### src/design/dsw_defines.svh
/*
 contents: bit positions, reset values and scaling constants of the drive status word block.
 assumptions: included by bare name; definitions only.
*/
`ifndef DSW_DEFINES_SVH
`define DSW_DEFINES_SVH

// protocol selection value for the native drive protocol
`define DSW_PROTO_NATIVE 8'h00
// status word bit positions
`define DSW_BIT_CTRL_READY 0
`define DSW_BIT_DRIVE_READY 1
`define DSW_BIT_ENABLE 2
`define DSW_BIT_TRIP 3
`define DSW_BIT_ERROR 4
`define DSW_BIT_RESERVED 5
`define DSW_BIT_TRIPLOCK 6
`define DSW_BIT_WARNING 7
`define DSW_BIT_AT_REF 8
`define DSW_BIT_BUS_CTRL 9
`define DSW_BIT_FREQ_OK 10
`define DSW_BIT_RUNNING 11
`define DSW_BIT_AUTO_STOP 12
`define DSW_BIT_VOLTAGE 13
`define DSW_BIT_CURRENT 14
`define DSW_BIT_THERMAL 15
// reset values: not ready, nothing reported
`define DSW_STATE_RESET 16'h0000
`define DSW_WORD_RESET 16'h0000
// relative scaling: full scale word and thermal full scale
`define DSW_FULL_SCALE 16'h4000
`define DSW_THERMAL_FULL 16'h4000

`endif

### src/design/dsw_pkg.sv
/*
 contents: types shared by the drive status word block.
 assumptions: none beyond the defines header.
*/
package dsw_pkg;
   typedef logic [15:0] dsw_word_t;
   typedef enum logic [1:0] {
      DSW_ST_IDLE = 2'b00,
      DSW_ST_RUN = 2'b01,
      DSW_ST_TRIP = 2'b10,
      DSW_ST_LOCK = 2'b11
   } dsw_fault_state_t;
endpackage

### src/design/dsw_scale_if.sv
/*
 contents: interface carrying frequency scaling signals between the top and the scaler.
 assumptions: single clock domain.
*/
`timescale 1ns/1ps
interface dsw_scale_if;
   logic signed [15:0] freq_hz_x10;
   logic signed [15:0] max_hz_x10;
   logic signed [15:0] rel_word;
   modport top (output freq_hz_x10, output max_hz_x10, input rel_word);
   modport scaler (input freq_hz_x10, input max_hz_x10, output rel_word);
endinterface

### src/design/dsw_freq_scaler.sv
/*
 contents: converts an output frequency into a signed relative word, full scale 4000h.
 assumptions: max frequency positive; result saturates to the 16-bit signed range.
*/
`timescale 1ns/1ps
`include "dsw_defines.svh"
module dsw_freq_scaler (
   dsw_scale_if.scaler sc
);
   logic signed [31:0] prod;
   logic signed [31:0] quo;
   logic signed [15:0] den;

   // combinational divide; small block, timing relaxed at 50 MHz
   always_comb begin
      den = (sc.max_hz_x10 > 16'sh0000) ? sc.max_hz_x10 : 16'sh0001;
      prod = 32'(sc.freq_hz_x10) * 32'sd16384;
      quo = prod / 32'(den);
      // saturate rather than wrap so sign stays true
      if (quo > 32'sh00007FFF) begin
         sc.rel_word = 16'sh7FFF;
      end else if (quo < -32'sh00008000) begin
         sc.rel_word = -16'sh8000;
      end else begin
         sc.rel_word = quo[15:0];
      end
   end
endmodule

### src/design/dsw_status_word.sv
/*
 contents: drive status word builder, bus speed reference decoder and actual frequency word.
 assumptions: drive condition inputs come from other logic on clk except local_off_key, an
 asynchronous pin that is synchronised here; the fieldbus master reads the words and writes
 the reference word.
*/
`timescale 1ns/1ps
`include "dsw_defines.svh"
module dsw_status_word (
   input wire logic clk,
   input wire logic reset,
   input wire logic [7:0] protocol_select,
   input wire logic control_ready,
   input wire logic power_ready,
   input wire logic coast_active,
   input wire logic start_cmd,
   input wire logic trip_event,
   input wire logic triplock_event,
   input wire logic fault_reset,
   input wire logic error_no_trip,
   input wire logic warning_any,
   input wire logic local_mode,
   input wire logic local_off_key,
   input wire logic overtemp_stop,
   input wire logic dc_voltage_bad,
   input wire logic signed [15:0] output_freq,
   input wire logic signed [15:0] speed_ref_freq,
   input wire logic signed [15:0] low_limit,
   input wire logic signed [15:0] high_limit,
   input wire logic signed [15:0] max_freq,
   input wire logic [15:0] motor_current,
   input wire logic [15:0] current_limit,
   input wire logic [15:0] motor_thermal,
   input wire logic [15:0] drive_thermal,
   input wire logic [15:0] bus_ref_word,
   input wire logic bus_ref_write,
   output logic [15:0] drive_state_word,
   output logic status_valid,
   output logic signed [15:0] actual_output_frequency_value,
   output logic signed [31:0] speed_ref_ppm,
   output logic speed_ref_reverse
);
   ////////////////////////////////////////////////////////////////////////////
   // fault state machine: trip is sticky until reset, lock needs the reset input
   dsw_pkg::dsw_fault_state_t fault_st;
   dsw_pkg::dsw_fault_state_t next_fault_st;
   logic reset_q;
   logic next_reset_q;
   logic reset_rise;

   assign reset_rise = fault_reset & ~reset_q; // reset acts on the leading edge

   always_comb begin
      next_fault_st = fault_st;
      next_reset_q = fault_reset;
      unique case (fault_st)
         dsw_pkg::DSW_ST_IDLE: begin
            if (triplock_event) begin
               next_fault_st = dsw_pkg::DSW_ST_LOCK;
            end else if (trip_event) begin
               next_fault_st = dsw_pkg::DSW_ST_TRIP;
            end else if (control_ready) begin
               next_fault_st = dsw_pkg::DSW_ST_RUN;
            end
         end
         dsw_pkg::DSW_ST_RUN: begin
            if (triplock_event) begin
               next_fault_st = dsw_pkg::DSW_ST_LOCK;
            end else if (trip_event) begin
               next_fault_st = dsw_pkg::DSW_ST_TRIP;
            end else if (!control_ready) begin
               next_fault_st = dsw_pkg::DSW_ST_IDLE;
            end
         end
         dsw_pkg::DSW_ST_TRIP: begin
            // a new trip in the reset cycle wins over the reset
            if (triplock_event) begin
               next_fault_st = dsw_pkg::DSW_ST_LOCK;
            end else if (reset_rise && !trip_event) begin
               next_fault_st = dsw_pkg::DSW_ST_IDLE;
            end
         end
         dsw_pkg::DSW_ST_LOCK: begin
            next_fault_st = dsw_pkg::DSW_ST_LOCK; // only reset input leaves lock
         end
      endcase
   end

   always_ff @(posedge clk) begin
      if (reset) begin
         fault_st <= dsw_pkg::DSW_ST_IDLE;
         reset_q <= 1'b0;
      end else begin
         fault_st <= next_fault_st;
         reset_q <= next_reset_q;
      end
   end

   ////////////////////////////////////////////////////////////////////////////
   // off/reset key pin: three stages, change taken once stages two and three agree
   logic [2:0] key_sync;
   logic [2:0] next_key_sync;
   logic key_level;
   logic next_key_level;

   always_comb begin
      next_key_sync = {key_sync[1:0], local_off_key};
      next_key_level = key_level;
      if (key_sync[1] == key_sync[2]) begin
         next_key_level = key_sync[2];
      end
   end

   always_ff @(posedge clk) begin
      if (reset) begin
         key_sync <= 3'h0;
         key_level <= 1'b0;
      end else begin
         key_sync <= next_key_sync;
         key_level <= next_key_level;
      end
   end

   ////////////////////////////////////////////////////////////////////////////
   // actual frequency scaling through the helper module
   dsw_scale_if sc_bus ();
   assign sc_bus.freq_hz_x10 = output_freq;
   assign sc_bus.max_hz_x10 = max_freq;

   dsw_freq_scaler u_scaler (
      .sc(sc_bus)
   );

   ////////////////////////////////////////////////////////////////////////////
   // status word assembly
   logic [15:0] next_state_word;
   logic next_valid;
   logic tripped;
   logic locked;
   logic signed [15:0] next_actual;

   assign tripped = (fault_st == dsw_pkg::DSW_ST_TRIP) || (fault_st == dsw_pkg::DSW_ST_LOCK);
   assign locked = (fault_st == dsw_pkg::DSW_ST_LOCK);

   always_comb begin
      next_state_word = `DSW_STATE_RESET;
      next_valid = (protocol_select == `DSW_PROTO_NATIVE);
      next_actual = sc_bus.rel_word;
      if (next_valid) begin
         next_state_word[`DSW_BIT_CTRL_READY] = control_ready & ~tripped;
         next_state_word[`DSW_BIT_DRIVE_READY] = control_ready & power_ready & ~tripped & coast_active;
         next_state_word[`DSW_BIT_ENABLE] = ~coast_active;
         next_state_word[`DSW_BIT_TRIP] = tripped;
         next_state_word[`DSW_BIT_ERROR] = error_no_trip & ~tripped;
         next_state_word[`DSW_BIT_RESERVED] = 1'b0;
         next_state_word[`DSW_BIT_TRIPLOCK] = locked;
         next_state_word[`DSW_BIT_WARNING] = warning_any;
         next_state_word[`DSW_BIT_AT_REF] = (output_freq == speed_ref_freq);
         next_state_word[`DSW_BIT_BUS_CTRL] = ~local_mode & ~key_level;
         next_state_word[`DSW_BIT_FREQ_OK] = (output_freq > low_limit) && (output_freq < high_limit);
         next_state_word[`DSW_BIT_RUNNING] = start_cmd & ~coast_active & ~tripped;
         next_state_word[`DSW_BIT_AUTO_STOP] = overtemp_stop & ~tripped;
         next_state_word[`DSW_BIT_VOLTAGE] = dc_voltage_bad;
         next_state_word[`DSW_BIT_CURRENT] = (motor_current > current_limit);
         next_state_word[`DSW_BIT_THERMAL] = (motor_thermal > `DSW_THERMAL_FULL) ||
                                             (drive_thermal > `DSW_THERMAL_FULL);
      end
   end

   always_ff @(posedge clk) begin
      if (reset) begin
         drive_state_word <= `DSW_WORD_RESET;
         status_valid <= 1'b0;
         actual_output_frequency_value <= 16'sh0000;
      end else begin
         drive_state_word <= next_state_word;
         status_valid <= next_valid;
         actual_output_frequency_value <= next_actual;
      end
   end

   ////////////////////////////////////////////////////////////////////////////
   // bus speed reference: signed word, 4000h = 100 %, shown in parts per million
   logic signed [31:0] next_ref_ppm;
   logic next_reverse;

   // divide by 16384 is a shift, so no divider is spent here
   always_comb begin
      next_ref_ppm = speed_ref_ppm;
      next_reverse = speed_ref_reverse;
      if (bus_ref_write) begin
         next_ref_ppm = 32'((64'(signed'(bus_ref_word)) * 64'sd1000000) >>> 14);
         next_reverse = bus_ref_word[15];
      end
   end

   always_ff @(posedge clk) begin
      if (reset) begin
         speed_ref_ppm <= 32'sh00000000;
         speed_ref_reverse <= 1'b0;
      end else begin
         speed_ref_ppm <= next_ref_ppm;
         speed_ref_reverse <= next_reverse;
      end
   end
endmodule

### config.mk
export PLATFORM = sky130hd
export DESIGN_NAME = dsw_status_word
export DESIGN_NICKNAME = d
export VERILOG_FILES = /design/src/design/dsw_pkg.sv /design/src/design/dsw_scale_if.sv /design/src/design/dsw_freq_scaler.sv /design/src/design/dsw_status_word.sv
export VERILOG_INCLUDE_DIRS = /design/src /design/src/design
export SDC_FILE = /design/constraint.sdc
export NUM_CORES = 2
export LEC_CHECK = 0
export ABC_CLOCK_PERIOD_IN_PS = 254600
export BUFFER_PORTS_ARGS = -buffer_cell sky130_fd_sc_hd__buf_2
export CAP_MARGIN = 20
export CORE_MARGIN = 5
export CORE_UTILIZATION = 35
export DETAILED_ROUTE_END_ITERATION = 10
export HOLD_SLACK_MARGIN = 0.15
export SETUP_SLACK_MARGIN = 0.02
export SLEW_MARGIN = 0
export SYNTH_ARGS = -nofsm -noshare
export SYNTH_HDL_FRONTEND = slang
export SYNTH_SLANG_ARGS = --single-unit
export TNS_END_PERCENT = 5
### constraint.sdc
create_clock -name clk -period 254.6 [get_ports clk]
set_input_delay 76.38 -clock clk [delete_from_list [all_inputs] [get_ports clk]]
set_output_delay 76.38 -clock clk [all_outputs]
set_load 0.05 [all_outputs]
==> flow_summary.toml <==
[critical_path]
critPathLaunchType = "input port"
slowest_stage = "o31ai_1"
cp.arrival_ps = 161500
crit_path_max_incr_delay_ps = 1000
cp-end-kind = "register"
cp_max_fo = 38
cpMostUsedCell = "ha_1"
worst_ep_required_time_ps = 254820
crit_type = "input port to register"

[timing]
final-hold-violation-count = 0
setup_slack_ps = 93320
fmax_mhz = 6.20
setup_viol = 0
fin_crit_ps = 161280
slew_violations = 0
tightest_slew_ps = 1100
maxSlewHeadroom_pct = 25.9
holdWs_ps = 440
tns_ps = 0
rsz0062_at_grt = "no"
skew_ps = 15.0
min_period_over_period_pct = 63.3

[cts]
cts_htree_levels = 3
clockBufferDepth = 2
cts_resized = 0
cts.sinks = 63
root_buffer = "clkbuf_16"
cts_tree = "done"
clock_latency_ps = 380
clk_pin_slew_ps = 70
post_cts_buffers = 0
cts-hold-fix-buffers = 0
cts_buffers = 9

[yosys]
yosys_warnings = 0
synth-main-ff-cell = "dfxtp_1"
synth-edff-count = 0
synth_most_common_cell = "ha_1"
syn_inst = 5584
synth_area_per_cell_um2 = 7.06
synth-seq-cells = 63
synth_area_mm2 = 0.0394
synth.area.top_cells = "ha_1 (22%), a21oi_1 (6.3%), xnor2_1 (6.0%)"
synthDominantCellAreaShare_pct = 21.8
yosys-top-cells-count = "ha_1 (687), nand2_1 (535), a21oi_1 (499), nor2_1 (494), inv_1 (334)"
yosysUniqueCellTypes = 111
ys_seq_area_share_pct = 3.20
synth_top_area_cell = "ha_1"
synthArstFlopShare_pct = 0

[layout]
layout.nets = 6839
final_area_mm2 = 0.0433
area_growth_pct = 9.77
fill_cells = 11900
drive_above_1_share_pct = 9.23

[floorplan]
die_w_um = 346
coreArea_mm2 = 0.112
die-height_um = 346
rows = 123
io_pins = 250
start_util_pct = 35.1
die_area_mm2 = 0.119

[global_route]
antenna_found_initial = 2
track_usage_pct = 24.1
overflow = 0
grt_pass1_vias = 40800
grt_max_degree = 43
grt_pass1_wl_um = 234000

[placement]
routabilityCongestion = 0.983
pre_cts_slack_ps = 95020
dp_hpwl_um = 124000
port_buffers = 248
placed_area_mm2 = 0.0429

[worst_hold_path]
hold_class = "register to register"

[route]
routed_wl_um = 153000
wl_per_cell_um = 20.7
drtIter0Drc = 4170
drc = 0
drt_pass1_iterations = 8
routed_via_density = 5.90
ant_nets = 0
vias = 43700

[job]
maxCapViolCount = 0

[run_status]
status = "complete, no violations"
==> worst max-delay path: cells and delay by family <==
kind,cells,cell delay (ps)
multiplexers,4,1160
buffers and inverters,17,3260
XOR/XNOR,1,190
AO/OA/AOI/OAI,142,45400
AND/OR/NAND/NOR,92,24200
adder cells (fa/ha/maj),32,10620
==> final cells by class <==
| cell class | instances | area, µm² | share of cell area (%) |
|---|---|---|---|
| Clock buffer | 9 | 225 | 0.521 |
| Antenna cell | 2 | 5.00 | 0.0116 |
| Clock inverter | 7 | 77.6 | 0.179 |
| Inverter | 337 | 1260 | 2.92 |
| Timing Repair Buffer | 312 | 1720 | 3.97 |
| Tap cell | 1500 | 1880 | 4.34 |
| Multi-Input combinational cell | 5175 | 36800 | 85.1 |
| Sequential cell | 63 | 1260 | 2.92 |
==> per-layer routing <==
| metal | part of all wire (%) | wire, µm | vias up | track usage, % |
|---|---|---|---|---|
| met5 | 0 | 0 | - | 0 |
| met1 | 45 | 68600 | 20400 | 33.5 |
| met2 | 44 | 67200 | 1832 | 39.3 |
| li1 | - | - | 21200 | - |
| met3 | 8.7 | 13300 | 257 | 3.29 |
| met4 | 2.9 | 4400 | 0 | 6.18 |
==> final timing paths <==
check,start,endpoint,slack [ps],depth (start not counted)
min,key_level,drive_state_word[9],440,1
min reg2reg,key_level,drive_state_word[9],440,1
max,max_freq[4],actual_output_frequency_value[4],93320,288
max reg2reg,fault_st[1],drive_state_word[1],253490,3
==> layout by cell type, fill, tap and decap left out, drive strengths merged, types with 87 or more instances in the layout <==
cell	synthesis	final
a21o	246	246
a21oi	502	502
a31oi	87	87
buf	46	312
conb	2	156
ha	687	687
inv	336	340
nand2	535	535
nand3	149	149
nor2	497	497
nor3	138	138
o21a	102	102
o21ai	338	338
xnor2	268	268
xor2	139	139
==> logic make-up after synthesis <==
group,share of synthesized area (%)
XOR/XNOR,9.04
AND/OR/NAND/NOR,22.4
flip-flops,3.20
adder cells (fa/ha/maj),25.4
buffers and inverters,4.96
AO/OA/AOI/OAI,32.1
other,0.0191
multiplexers,2.95
==> metrics by stage <==
step	util (%)	std cells
after global routing	38.6	7403
after detailed placement	38.3	7386
after global placement	38.3	7385
after CTS	38.6	7402
after floorplan	-	5738
final	38.6	7405
==> flip-flops by register name, indices dropped and copies added (netlist names) <==
name,flops
actual_output_frequency_value,16
drive_state_word,15
fault_st,2
key_level,1
key_sync,3
reset_q,1
speed_ref_ppm,23
speed_ref_reverse,1
status_valid,1
Power is left out: the tool's default activity adds up to more than one toggle a clock period on the data nets, which glitch-free logic cannot reach.
